==> config.mk <==
export PLATFORM = sky130hd
export DESIGN_NAME = apc_top
export DESIGN_NICKNAME = d
export VERILOG_FILES = /design/src/include/apc_pkg.sv /design/src/include/apc_dec_if.sv /design/src/rtl/apc_decode.sv /design/src/rtl/apc_top.sv
export VERILOG_INCLUDE_DIRS = /design/src /design/src/include
export SDC_FILE = /design/constraint.sdc
export NUM_CORES = 1
export LEC_CHECK = 0
export ABC_CLOCK_PERIOD_IN_PS = 2029
export BUFFER_PORTS_ARGS = -buffer_cell sky130_fd_sc_hd__buf_2
export CAP_MARGIN = 20
export CORE_MARGIN = 4
export CORE_UTILIZATION = 56
export CTS_CLUSTER_SIZE = 12
export DETAILED_ROUTE_END_ITERATION = 12
export MAX_ROUTING_LAYER = met4
export PLACE_DENSITY = 0.86
export RECOVER_POWER = 25
export SKIP_CTS_REPAIR_TIMING = 1
export SYNTH_ARGS = -nofsm -noshare
export SYNTH_HDL_FRONTEND = slang
export SYNTH_SLANG_ARGS = --single-unit
export TNS_END_PERCENT = 1
==> constraint.sdc <==
create_clock -name clk -period 2.03 [get_ports clk]
set_input_delay 0.203 -clock clk [delete_from_list [all_inputs] [get_ports clk]]
set_output_delay 0.203 -clock clk [all_outputs]
set_load 0.02 [all_outputs]
==> src/include/apc_defs.svh <==
// Purpose: bit positions and reset values of the audio path setup words
// Assumes: sixteen-bit words, bit 0 is the least significant
// Notes: definitions only
`ifndef APC_DEFS_SVH
`define APC_DEFS_SVH

`define APC_WORD_W 16
// word a fields
`define APC_A_VOL_PD 0
`define APC_A_SPK_LO 1
`define APC_A_SPK_HI 2
`define APC_A_OUT_LO 3
`define APC_A_OUT_HI 4
`define APC_A_INS 9
// word b fields
`define APC_B_MIC_PD 0
`define APC_B_FLT_PD 1
`define APC_B_RATE_LO 2
`define APC_B_RATE_HI 3
`define APC_B_FLT_SEL 4
`define APC_B_S2M_LO 5
`define APC_B_S2M_HI 6
`define APC_B_S1M_LO 7
`define APC_B_S1M_HI 8
`define APC_B_S1S_LO 9
`define APC_B_S1S_HI 10
`define APC_B_VOL_LO 11
`define APC_B_VOL_HI 13
`define APC_B_VLS_LO 14
`define APC_B_VLS_HI 15
// reset and powered-down words: every stage powered down
`define APC_WORD_A_OFF 16'h2421
`define APC_WORD_B_OFF 16'h01e3
// attenuation step per code
`define APC_ATTEN_STEP_DB 5'h04

`endif

==> src/include/apc_pkg.sv <==
// Purpose: types of the audio path setup decoder
// Assumes: constants live in apc_defs.svh
// Notes: encodings follow the setup word fields
package apc_pkg;
    typedef logic [15:0] apc_word_t;
    typedef enum logic [1:0] {
        APC_RATE_8K0 = 2'h0,
        APC_RATE_6K4 = 2'h1,
        APC_RATE_5K3 = 2'h2,
        APC_RATE_4K0 = 2'h3
    } apc_rate_t;
    typedef enum logic [1:0] {
        APC_MIX_BOTH = 2'h0,
        APC_MIX_A_ONLY = 2'h1,
        APC_MIX_B_ONLY = 2'h2,
        APC_MIX_OFF = 2'h3
    } apc_mix_t;
    typedef enum logic [1:0] {
        APC_VSRC_LINE_IN = 2'h0,
        APC_VSRC_SECOND_SUMMING_STAGE = 2'h1,
        APC_VSRC_FIRST_SUMMING_STAGE = 2'h2,
        APC_VSRC_INPUT_MUX = 2'h3
    } apc_vsrc_t;
endpackage

==> src/include/apc_dec_if.sv <==
// Purpose: carries active words and decoded controls between modules
// Assumes: one clock domain
// Notes: src drives words, dec drives decoded controls
`timescale 1ns/1ps
`default_nettype none
interface apc_dec_if;
    import apc_pkg::*;
    apc_word_t word_a;
    apc_word_t word_b;
    logic [1:0] first_summer_source_sel;
    apc_mix_t first_summer_mix;
    apc_mix_t second_summer_mix;
    logic filter_input_sel;
    logic filter_power_down;
    apc_rate_t rate_sel;
    logic mic_gain_power_down;
    logic input_source_sel;
    apc_vsrc_t volume_source_sel;
    logic volume_power_down;
    logic [2:0] atten_code;
    logic [4:0] atten_db;
    logic [1:0] output_sel;
    logic [1:0] speaker_drive_mode;
    logic spk_high_gain;
    logic aux_out_power_down;
    modport src (
        output word_a, word_b,
        input first_summer_source_sel, first_summer_mix, second_summer_mix,
        input filter_input_sel, filter_power_down, rate_sel,
        input mic_gain_power_down, input_source_sel, volume_source_sel,
        input volume_power_down, atten_code, atten_db, output_sel,
        input speaker_drive_mode, spk_high_gain, aux_out_power_down
    );
    modport dec (
        input word_a, word_b,
        output first_summer_source_sel, first_summer_mix, second_summer_mix,
        output filter_input_sel, filter_power_down, rate_sel,
        output mic_gain_power_down, input_source_sel, volume_source_sel,
        output volume_power_down, atten_code, atten_db, output_sel,
        output speaker_drive_mode, spk_high_gain, aux_out_power_down
    );
endinterface
`default_nettype wire

==> src/rtl/apc_decode.sv <==
// Purpose: registered field decode of the two active setup words
// Assumes: words already gated by the power-up state
// Notes: one cycle from word change to decoded control
`timescale 1ns/1ps
`include "apc_defs.svh"
`default_nettype none
module apc_decode (
    // clock and reset
    input wire logic clk,
    input wire logic rst_n,
    // words in, controls out
    apc_dec_if.dec dif
);
    import apc_pkg::*;

    typedef struct packed {
        logic [1:0] s1src;
        apc_mix_t s1mix;
        apc_mix_t s2mix;
        logic fsel;
        logic fpd;
        apc_rate_t rate;
        logic micpd;
        logic ins;
        apc_vsrc_t vsrc;
        logic vpd;
        logic [2:0] att;
        logic [4:0] attdb;
        logic [1:0] osel;
        logic [1:0] spk;
        logic hg;
        logic auxpd;
    } apc_dec_t;

    apc_dec_t dec_r;
    apc_dec_t dec_nxt;

    function automatic logic [1:0] pair(input apc_word_t w, input int lo);
        pair = {w[lo + 1], w[lo]};
    endfunction

    function automatic logic [4:0] atten_of(input logic [2:0] code);
        atten_of = 5'(code * `APC_ATTEN_STEP_DB);
    endfunction

    always_comb begin
        dec_nxt.s1src = pair(dif.word_b, `APC_B_S1S_LO);
        dec_nxt.s1mix = apc_mix_t'(pair(dif.word_b, `APC_B_S1M_LO));
        dec_nxt.s2mix = apc_mix_t'(pair(dif.word_b, `APC_B_S2M_LO));
        dec_nxt.fsel = dif.word_b[`APC_B_FLT_SEL];
        dec_nxt.fpd = dif.word_b[`APC_B_FLT_PD];
        // all four codes used, 11 is the slowest rate
        dec_nxt.rate = apc_rate_t'(pair(dif.word_b, `APC_B_RATE_LO));
        dec_nxt.micpd = dif.word_b[`APC_B_MIC_PD];
        dec_nxt.ins = dif.word_a[`APC_A_INS];
        dec_nxt.vsrc = apc_vsrc_t'(pair(dif.word_b, `APC_B_VLS_LO));
        dec_nxt.vpd = dif.word_a[`APC_A_VOL_PD];
        dec_nxt.att = dif.word_b[`APC_B_VOL_HI:`APC_B_VOL_LO];
        dec_nxt.attdb = atten_of(dif.word_b[`APC_B_VOL_HI:`APC_B_VOL_LO]);
        dec_nxt.osel = pair(dif.word_a, `APC_A_OUT_LO);
        dec_nxt.spk = pair(dif.word_a, `APC_A_SPK_LO);
        dec_nxt.hg = (pair(dif.word_a, `APC_A_SPK_LO) == 2'h1);
        dec_nxt.auxpd = dif.word_a[`APC_A_SPK_HI] == 1'b0;
    end

    always_ff @(posedge clk or negedge rst_n) begin
        if (!rst_n) begin
            dec_r <= '0;
            dec_r.s1mix <= APC_MIX_OFF;
            dec_r.s2mix <= APC_MIX_OFF;
            dec_r.fpd <= 1'b1;
            dec_r.micpd <= 1'b1;
            dec_r.vpd <= 1'b1;
            dec_r.auxpd <= 1'b1;
        end else begin
            dec_r <= dec_nxt;
        end
    end

    assign dif.first_summer_source_sel = dec_r.s1src;
    assign dif.first_summer_mix = dec_r.s1mix;
    assign dif.second_summer_mix = dec_r.s2mix;
    assign dif.filter_input_sel = dec_r.fsel;
    assign dif.filter_power_down = dec_r.fpd;
    assign dif.rate_sel = dec_r.rate;
    assign dif.mic_gain_power_down = dec_r.micpd;
    assign dif.input_source_sel = dec_r.ins;
    assign dif.volume_source_sel = dec_r.vsrc;
    assign dif.volume_power_down = dec_r.vpd;
    assign dif.atten_code = dec_r.att;
    assign dif.atten_db = dec_r.attdb;
    assign dif.output_sel = dec_r.osel;
    assign dif.speaker_drive_mode = dec_r.spk;
    assign dif.spk_high_gain = dec_r.hg;
    assign dif.aux_out_power_down = dec_r.auxpd;
endmodule
`default_nettype wire

==> src/rtl/apc_top.sv <==
// Purpose: audio path setup word bank with staged commit and decode
// Assumes: load strobes come from the serial command decoder
// Notes: commit happens on the slave select rising edge
//
// Function
// - word b bits 10..9 pick first summer source, 00 is line input.
// - word b bit7=1, bit8=0 makes first summer pass its source mux only.
// - word b bit7=0, bit8=1 makes first summer pass input mux only.
// - word b bit4 picks filter input: first summer or array playback.
// - word b bit1 powers filter down; zero powers it up.
// - word b bits 3..2 give 8.0, 6.4, 5.3, 4.0 kHz rates.
// - word b bit5=0, bit6=1 makes second summer pass filter only.
// - array record input is always the second summer output.
// - word b bit0 powers microphone gain amplifier down.
// - word a bit9 picks input source; zero is microphone amplifier.
// - word b bit14=1, bit15=0 picks second summer for volume stage.
// - word a bit0 powers the volume stage down.
// - word b bits 13..11 are attenuation code, 4 dB per step.
// - word a bits 4..3 both zero route volume stage to speaker.
// - word a bit1=1, bit2=0 gives high gain speaker, aux off.
// - loading word a only fills a holding register.
// - word b load commits b and held a at slave select rise.
// - loads accepted while powered down; outputs follow once powered up.
`timescale 1ns/1ps
`include "apc_defs.svh"
`default_nettype none
module apc_top (
    // clock and reset
    input wire logic clk,
    input wire logic rst_n,
    // word load from the serial command decoder
    input wire logic word_load,
    input wire logic word_sel_b,
    input wire apc_pkg::apc_word_t word_data,
    input wire logic ss_n,
    // power state
    input wire logic power_up_bit,
    // decoded controls
    output logic [1:0] first_summer_source_sel,
    output apc_pkg::apc_mix_t first_summer_mix,
    output apc_pkg::apc_mix_t second_summer_mix,
    output logic filter_input_sel,
    output logic filter_power_down,
    output apc_pkg::apc_rate_t rate_sel,
    output logic mic_gain_power_down,
    output logic input_source_sel,
    output apc_pkg::apc_vsrc_t volume_source_sel,
    output logic volume_power_down,
    output logic [2:0] atten_code,
    output logic [4:0] atten_db,
    output logic [1:0] output_sel,
    output logic [1:0] speaker_drive_mode,
    output logic spk_high_gain,
    output logic aux_out_power_down,
    // status
    output apc_pkg::apc_word_t path_setup_word_a,
    output apc_pkg::apc_word_t path_setup_word_b,
    output logic commit_pending
);
    import apc_pkg::*;

    apc_word_t hold_a_r, hold_a_nxt;
    logic hold_a_vld_r, hold_a_vld_nxt;
    apc_word_t stage_b_r, stage_b_nxt;
    logic pend_r, pend_nxt;
    apc_word_t act_a_r, act_a_nxt;
    apc_word_t act_b_r, act_b_nxt;
    logic ss_n_r;
    logic ss_rise;

    apc_dec_if dif ();

    assign ss_rise = ss_n && !ss_n_r;

    always_comb begin
        hold_a_nxt = hold_a_r;
        hold_a_vld_nxt = hold_a_vld_r;
        stage_b_nxt = stage_b_r;
        pend_nxt = pend_r;
        act_a_nxt = act_a_r;
        act_b_nxt = act_b_r;
        // loads land even while powered down
        if (word_load && !word_sel_b) begin
            hold_a_nxt = word_data;
            hold_a_vld_nxt = 1'b1;
        end
        if (word_load && word_sel_b) begin
            stage_b_nxt = word_data;
            pend_nxt = 1'b1;
        end
        // a held word a without a later b stays parked, as intended
        if (ss_rise && pend_r) begin
            act_b_nxt = stage_b_r;
            if (hold_a_vld_r) begin
                act_a_nxt = hold_a_r;
            end
            // a b load in the commit cycle waits for the next rise
            pend_nxt = word_load && word_sel_b;
            hold_a_vld_nxt = word_load && !word_sel_b;
        end
    end

    always_ff @(posedge clk or negedge rst_n) begin
        if (!rst_n) begin
            hold_a_r <= `APC_WORD_A_OFF;
            hold_a_vld_r <= 1'b0;
            stage_b_r <= `APC_WORD_B_OFF;
            pend_r <= 1'b0;
            act_a_r <= `APC_WORD_A_OFF;
            act_b_r <= `APC_WORD_B_OFF;
            ss_n_r <= 1'b1;
        end else begin
            hold_a_r <= hold_a_nxt;
            hold_a_vld_r <= hold_a_vld_nxt;
            stage_b_r <= stage_b_nxt;
            pend_r <= pend_nxt;
            act_a_r <= act_a_nxt;
            act_b_r <= act_b_nxt;
            ss_n_r <= ss_n;
        end
    end

    // powered down: decoder sees the all-off words
    assign dif.word_a = power_up_bit ? act_a_r : `APC_WORD_A_OFF;
    assign dif.word_b = power_up_bit ? act_b_r : `APC_WORD_B_OFF;

    // no record source select exists: array input is hard wired to second_summing_stage
    apc_decode u_decode (
        .clk(clk),
        .rst_n(rst_n),
        .dif(dif)
    );

    assign first_summer_source_sel = dif.first_summer_source_sel;
    assign first_summer_mix = dif.first_summer_mix;
    assign second_summer_mix = dif.second_summer_mix;
    assign filter_input_sel = dif.filter_input_sel;
    assign filter_power_down = dif.filter_power_down;
    assign rate_sel = dif.rate_sel;
    assign mic_gain_power_down = dif.mic_gain_power_down;
    assign input_source_sel = dif.input_source_sel;
    assign volume_source_sel = dif.volume_source_sel;
    assign volume_power_down = dif.volume_power_down;
    assign atten_code = dif.atten_code;
    assign atten_db = dif.atten_db;
    assign output_sel = dif.output_sel;
    assign speaker_drive_mode = dif.speaker_drive_mode;
    assign spk_high_gain = dif.spk_high_gain;
    assign aux_out_power_down = dif.aux_out_power_down;
    assign path_setup_word_a = act_a_r;
    assign path_setup_word_b = act_b_r;
    assign commit_pending = pend_r;
endmodule
`default_nettype wire
==> results by group <==
Floorplanning
  • Initial standard-cell utilization of the core: 57.46%
  • Count of standard-cell rows: 28
  • Total Die Area: between 7000 and 8000 um2
  • Boundary pin count: 84
  • Die X: roughly 86 um
  • Placeable Area: 5886 um2
  • Vertical extent of the die: 85.71 um

Routing
  • Drt first-iter violations: 57
  • Via density per instance: 5.011
  • Drt pass-1 iters: 4
  • Number of nets with antenna violations after detailed routing: 0
  • Number of design rule violations left after detail routing: 0
  • Routed via count: approximately 1800
  • Detailed-route wire length per cell: roughly 17 um
  • Total wire length after detailed routing: between 6000 and 7000 um

Worst setup path
  • Category of the critical setup timing path: in2reg
  • Largest fanout of any net on the critical path: 16
  • Element type at the critical path end: flop
  • Delay of the slowest cell on the worst path: 0.52 ns
  • Worst path bufs/invs: 2
  • Cell type group with the largest total delay on the critical path: buffers and inverters
  • Slowest cell on crit path: sky130_fd_sc_hd__dlygate4sd3_1
  • Cell-by-cell trace of the critical path: dlygate4sd3_1 -> clkbuf_1 -> nand4b_4 -> mux2_2
  • Crit start category: input port
  • Data arrival at the endpoint of the critical path: between 1.5 and 2 ns
  • Required time of the critical path: ~2.3 ns

Global route
  • Antenna violations before repair: 0
  • Wire length of the first global-routing pass: just under 10000 um
  • Vias in the first global route: 1951
  • Pin count of the biggest net entering global routing: 53
  • GR Util All Layers: 18.73%
  • Aggregate global routing overflow: 0

STA
  • Min Tclk post-route: about 1.6 ns
  • Headroom to the max-slew limit: roughly 28%
  • Slew at the pin with the worst max-slew slack: between 1 and 1.5 ns
  • Final Hold Vio Count: 0
  • Maximum clock frequency: approximately 620 MHz
  • Setup repair after global routing missed its margin: no
  • Final number of setup-violating endpoints: 0
  • Fin Setup TNS: 0 ns
  • Final clock skew: between 0.007 and 0.008 ns
  • Fin. max-slew vios: 0
  • Final period utilization: roughly 80%

Place
  • Global placement routability congestion: a little over 0.7
  • Estimated wirelength of the detail-placed design: between 4000 and 5000 um
  • Buffers added on ports: a little over 80

Synth
  • Number of instances in the synthesized netlist: 200
  • Fraction of synthesized cell area in xor and xnor cells: 0%
  • Top area cells in the synthesized netlist: sky130_fd_sc_hd__dfrtp_1 (46%), sky130_fd_sc_hd__dfstp_2 (23%), sky130_fd_sc_hd__mux2_2 (18%)
  • Post-synthesis instance area: between 3000 and 4000 um2
  • Yosys cell types: 18
  • Synth Area in Compound Gates: less than 1%
  • Simple-Gate Fraction of Synth Area: between 5 and 6%
  • Total of warnings raised by yosys: 0
  • Fraction of synthesized area in multiplexers: about 22%
  • Largest family of logic cells by synthesized area: multiplexers
  • Synth Area in Adders: 0%
  • Cell type contributing the most total cell area after synthesis: sky130_fd_sc_hd__dfrtp_1
  • Mean Syn Cell Area: about 17 um2
  • Post-synthesis sequential element count: 91
  • Proportion of synthesized chip area in sequential cells: roughly two thirds
  • Proportion of netlist area held by the largest area contributor: between 40% and 50%

Power
  • Total power density per cell area: 1292 nW/um2
  • Leakage power: 1.943 nW
  • Overall power of the completed layout: about 5.2 mW
  • Highest ir drop seen on vdd: around 0.73 mV

Clock network
  • Clock Sinks: 91
  • TritonCTS clock tree: done
  • Maximum number of buffers from clock root to sink: 2
  • Clock H-tree levels: 3
  • Clock buffer count from CTS: 9
  • Clock-pin slew on the worst setup and hold paths: approximately 0.080 ns
  • Clk Latency, worst-skew pair: 0.35 ns
  • Clock root buffer: sky130_fd_sc_hd__clkbuf_8

Job
  • Max Cap Viol: 0

Run status
  • Status: finished clean

Final layout
  • Antenna Cells: 0
  • Area growth from synthesis to layout: 20.13%
  • Fill cells: 422
  • Layout cells sized above 1: 63.57%
  • Layout net count: 308

Worst hold path
  • Type of the worst min-delay path: in2reg
## worst register-to-register path: cells and delay by family (launching register included)
family / cells / cell delay, ns
flops: 1 / 0.48
simple gates: 1 / 0.39
mux: 1 / 0.44
## registers in the layout, summed over array words and instances (netlist names), 2 cells and up
register / count
path_setup_word_b: 16
u_decode.dif.output_sel: 2
u_decode.dif.volume_source_sel: 2
u_decode.dif.second_summer_mix: 2
u_decode.dif.speaker_drive_mode: 2
u_decode.dif.first_summer_mix: 2
path_setup_word_a: 16
u_decode.dif.rate_sel: 2
u_decode.dif.atten_db: 3
stage_b_r: 16
u_decode.dif.first_summer_source_sel: 2
hold_a_r: 16
## metrics by stage
step / utilization (%) / hold WS, ns / area [um2] / worst slack [ns] / std cells
2_1_floorplan: - / -0.09259 / 3386 / 0.6908 / 201
3_3_place_gp: 65.24 / 0.2084 / 3840 / 0.6911 / 348
3_5_place_dp: 65.24 / 0.2067 / 3840 / 0.6329 / 348
4_1_cts: 68.90 / -0.1871 / 4055 / 0.5966 / 364
5_1_grt: 69.03 / 0.08642 / 4063 / 0.3344 / 366
6_report: 69.03 / 0.09883 / 4063 / 0.4042 / 366
## cells in the mapped netlist
cell type,number
sky130_fd_sc_hd__nor2b_1,3
sky130_fd_sc_hd__inv_1,2
sky130_fd_sc_hd__a21o_1,1
sky130_fd_sc_hd__clkbuf_1,2
sky130_fd_sc_hd__nand2_1,2
sky130_fd_sc_hd__and2_1,14
sky130_fd_sc_hd__nand4b_4,1
sky130_fd_sc_hd__mux2_2,54
sky130_fd_sc_hd__mux2_4,10
sky130_fd_sc_hd__buf_2,2
sky130_fd_sc_hd__o21ai_0,1
sky130_fd_sc_hd__dfstp_2,29
sky130_fd_sc_hd__nand3b_4,1
sky130_fd_sc_hd__dfrtp_1,62
sky130_fd_sc_hd__buf_4,6
sky130_fd_sc_hd__nand2b_1,7
sky130_fd_sc_hd__conb_1,1
sky130_fd_sc_hd__buf_6,2
## worst paths after layout
check                          startpoint                           endpoint  slack [ns]  depth (start not counted)
min in group asynchronous           rst_n                      stage_b_r[13]        0.54                          2
hold / removal               word_data[8]                       stage_b_r[8]         0.1                          2
hold reg to reg               hold_a_r[8]               path_setup_word_a[8]        0.51                          1
max in group asynchronous           rst_n  u_decode.dif.second_summer_mix[0]        0.65                          3
setup / recovery                     ss_n               path_setup_word_a[1]        0.40                          4
setup reg to reg           commit_pending               path_setup_word_a[1]        0.61                          2
## routing by layer
metal / up-vias / track usage, % / share of wire [%]
li1: 835 / - / -
met1: 934 / 22.03 / 41
met2: 54 / 30.79 / 52
met3: 11 / 3.939 / 4.8
met4: 0 / 9.065 / 2.3
met5: - / - / 0
## cells in the final DEF, fill, tap and decap left out
cell,count
sky130_fd_sc_hd__buf_12,1
sky130_fd_sc_hd__nor2b_1,2
sky130_fd_sc_hd__clkinvlp_4,1
sky130_fd_sc_hd__a21o_1,1
sky130_fd_sc_hd__mux2_4,10
sky130_fd_sc_hd__o21ai_0,1
sky130_fd_sc_hd__nor2b_2,1
sky130_fd_sc_hd__mux2_2,54
sky130_fd_sc_hd__nand3b_4,1
sky130_fd_sc_hd__dfstp_1,7
sky130_fd_sc_hd__clkbuf_2,1
sky130_fd_sc_hd__nand4b_4,1
sky130_fd_sc_hd__buf_2,78
sky130_fd_sc_hd__and2_0,8
sky130_fd_sc_hd__clkbuf_8,9
sky130_fd_sc_hd__dfstp_2,22
sky130_fd_sc_hd__inv_1,2
sky130_fd_sc_hd__nand2b_1,7
sky130_fd_sc_hd__and2_1,6
sky130_fd_sc_hd__bufinv_16,2
sky130_fd_sc_hd__clkinv_2,3
sky130_fd_sc_hd__conb_1,2
sky130_fd_sc_hd__inv_6,1
sky130_fd_sc_hd__clkbuf_1,4
sky130_fd_sc_hd__dfrtp_1,62
sky130_fd_sc_hd__dlygate4sd3_1,2
sky130_fd_sc_hd__nand2_1,2
## cells by family (layout without fill, tap and decap cells)
kind of cell,Yosys count,in the layout
muxes,64,64
other,1,2
buffers and inverters,14,104
and+or+nand+nor,28,28
AOI/OAI and AO/OA,2,2
DFF,91,91
## cell type report
type | count | area (um2) | area share [%]
Clock buffer | 9 | 123.9 | 3.049
Multi-Input combinational cell | 96 | 982.2 | 24.18
Inverter | 2 | 7.507 | 0.1848
Sequential cell | 91 | 2313 | 56.94
Timing Repair Buffer | 86 | 450.4 | 11.09
Tap cell | 75 | 93.84 | 2.310
Clock inverter | 7 | 91.34 | 2.248
## report_power, final
| part | internal [mW] | total (mW) | switching [mW] |
|---|---|---|---|
| registers | 2.32 | 2.57 | 0.248 |
| clock network | 0.691 | 1.29 | 0.604 |
| logic | 0.608 | 1.38 | 0.776 |
Power figures use the tool's default switching activity.
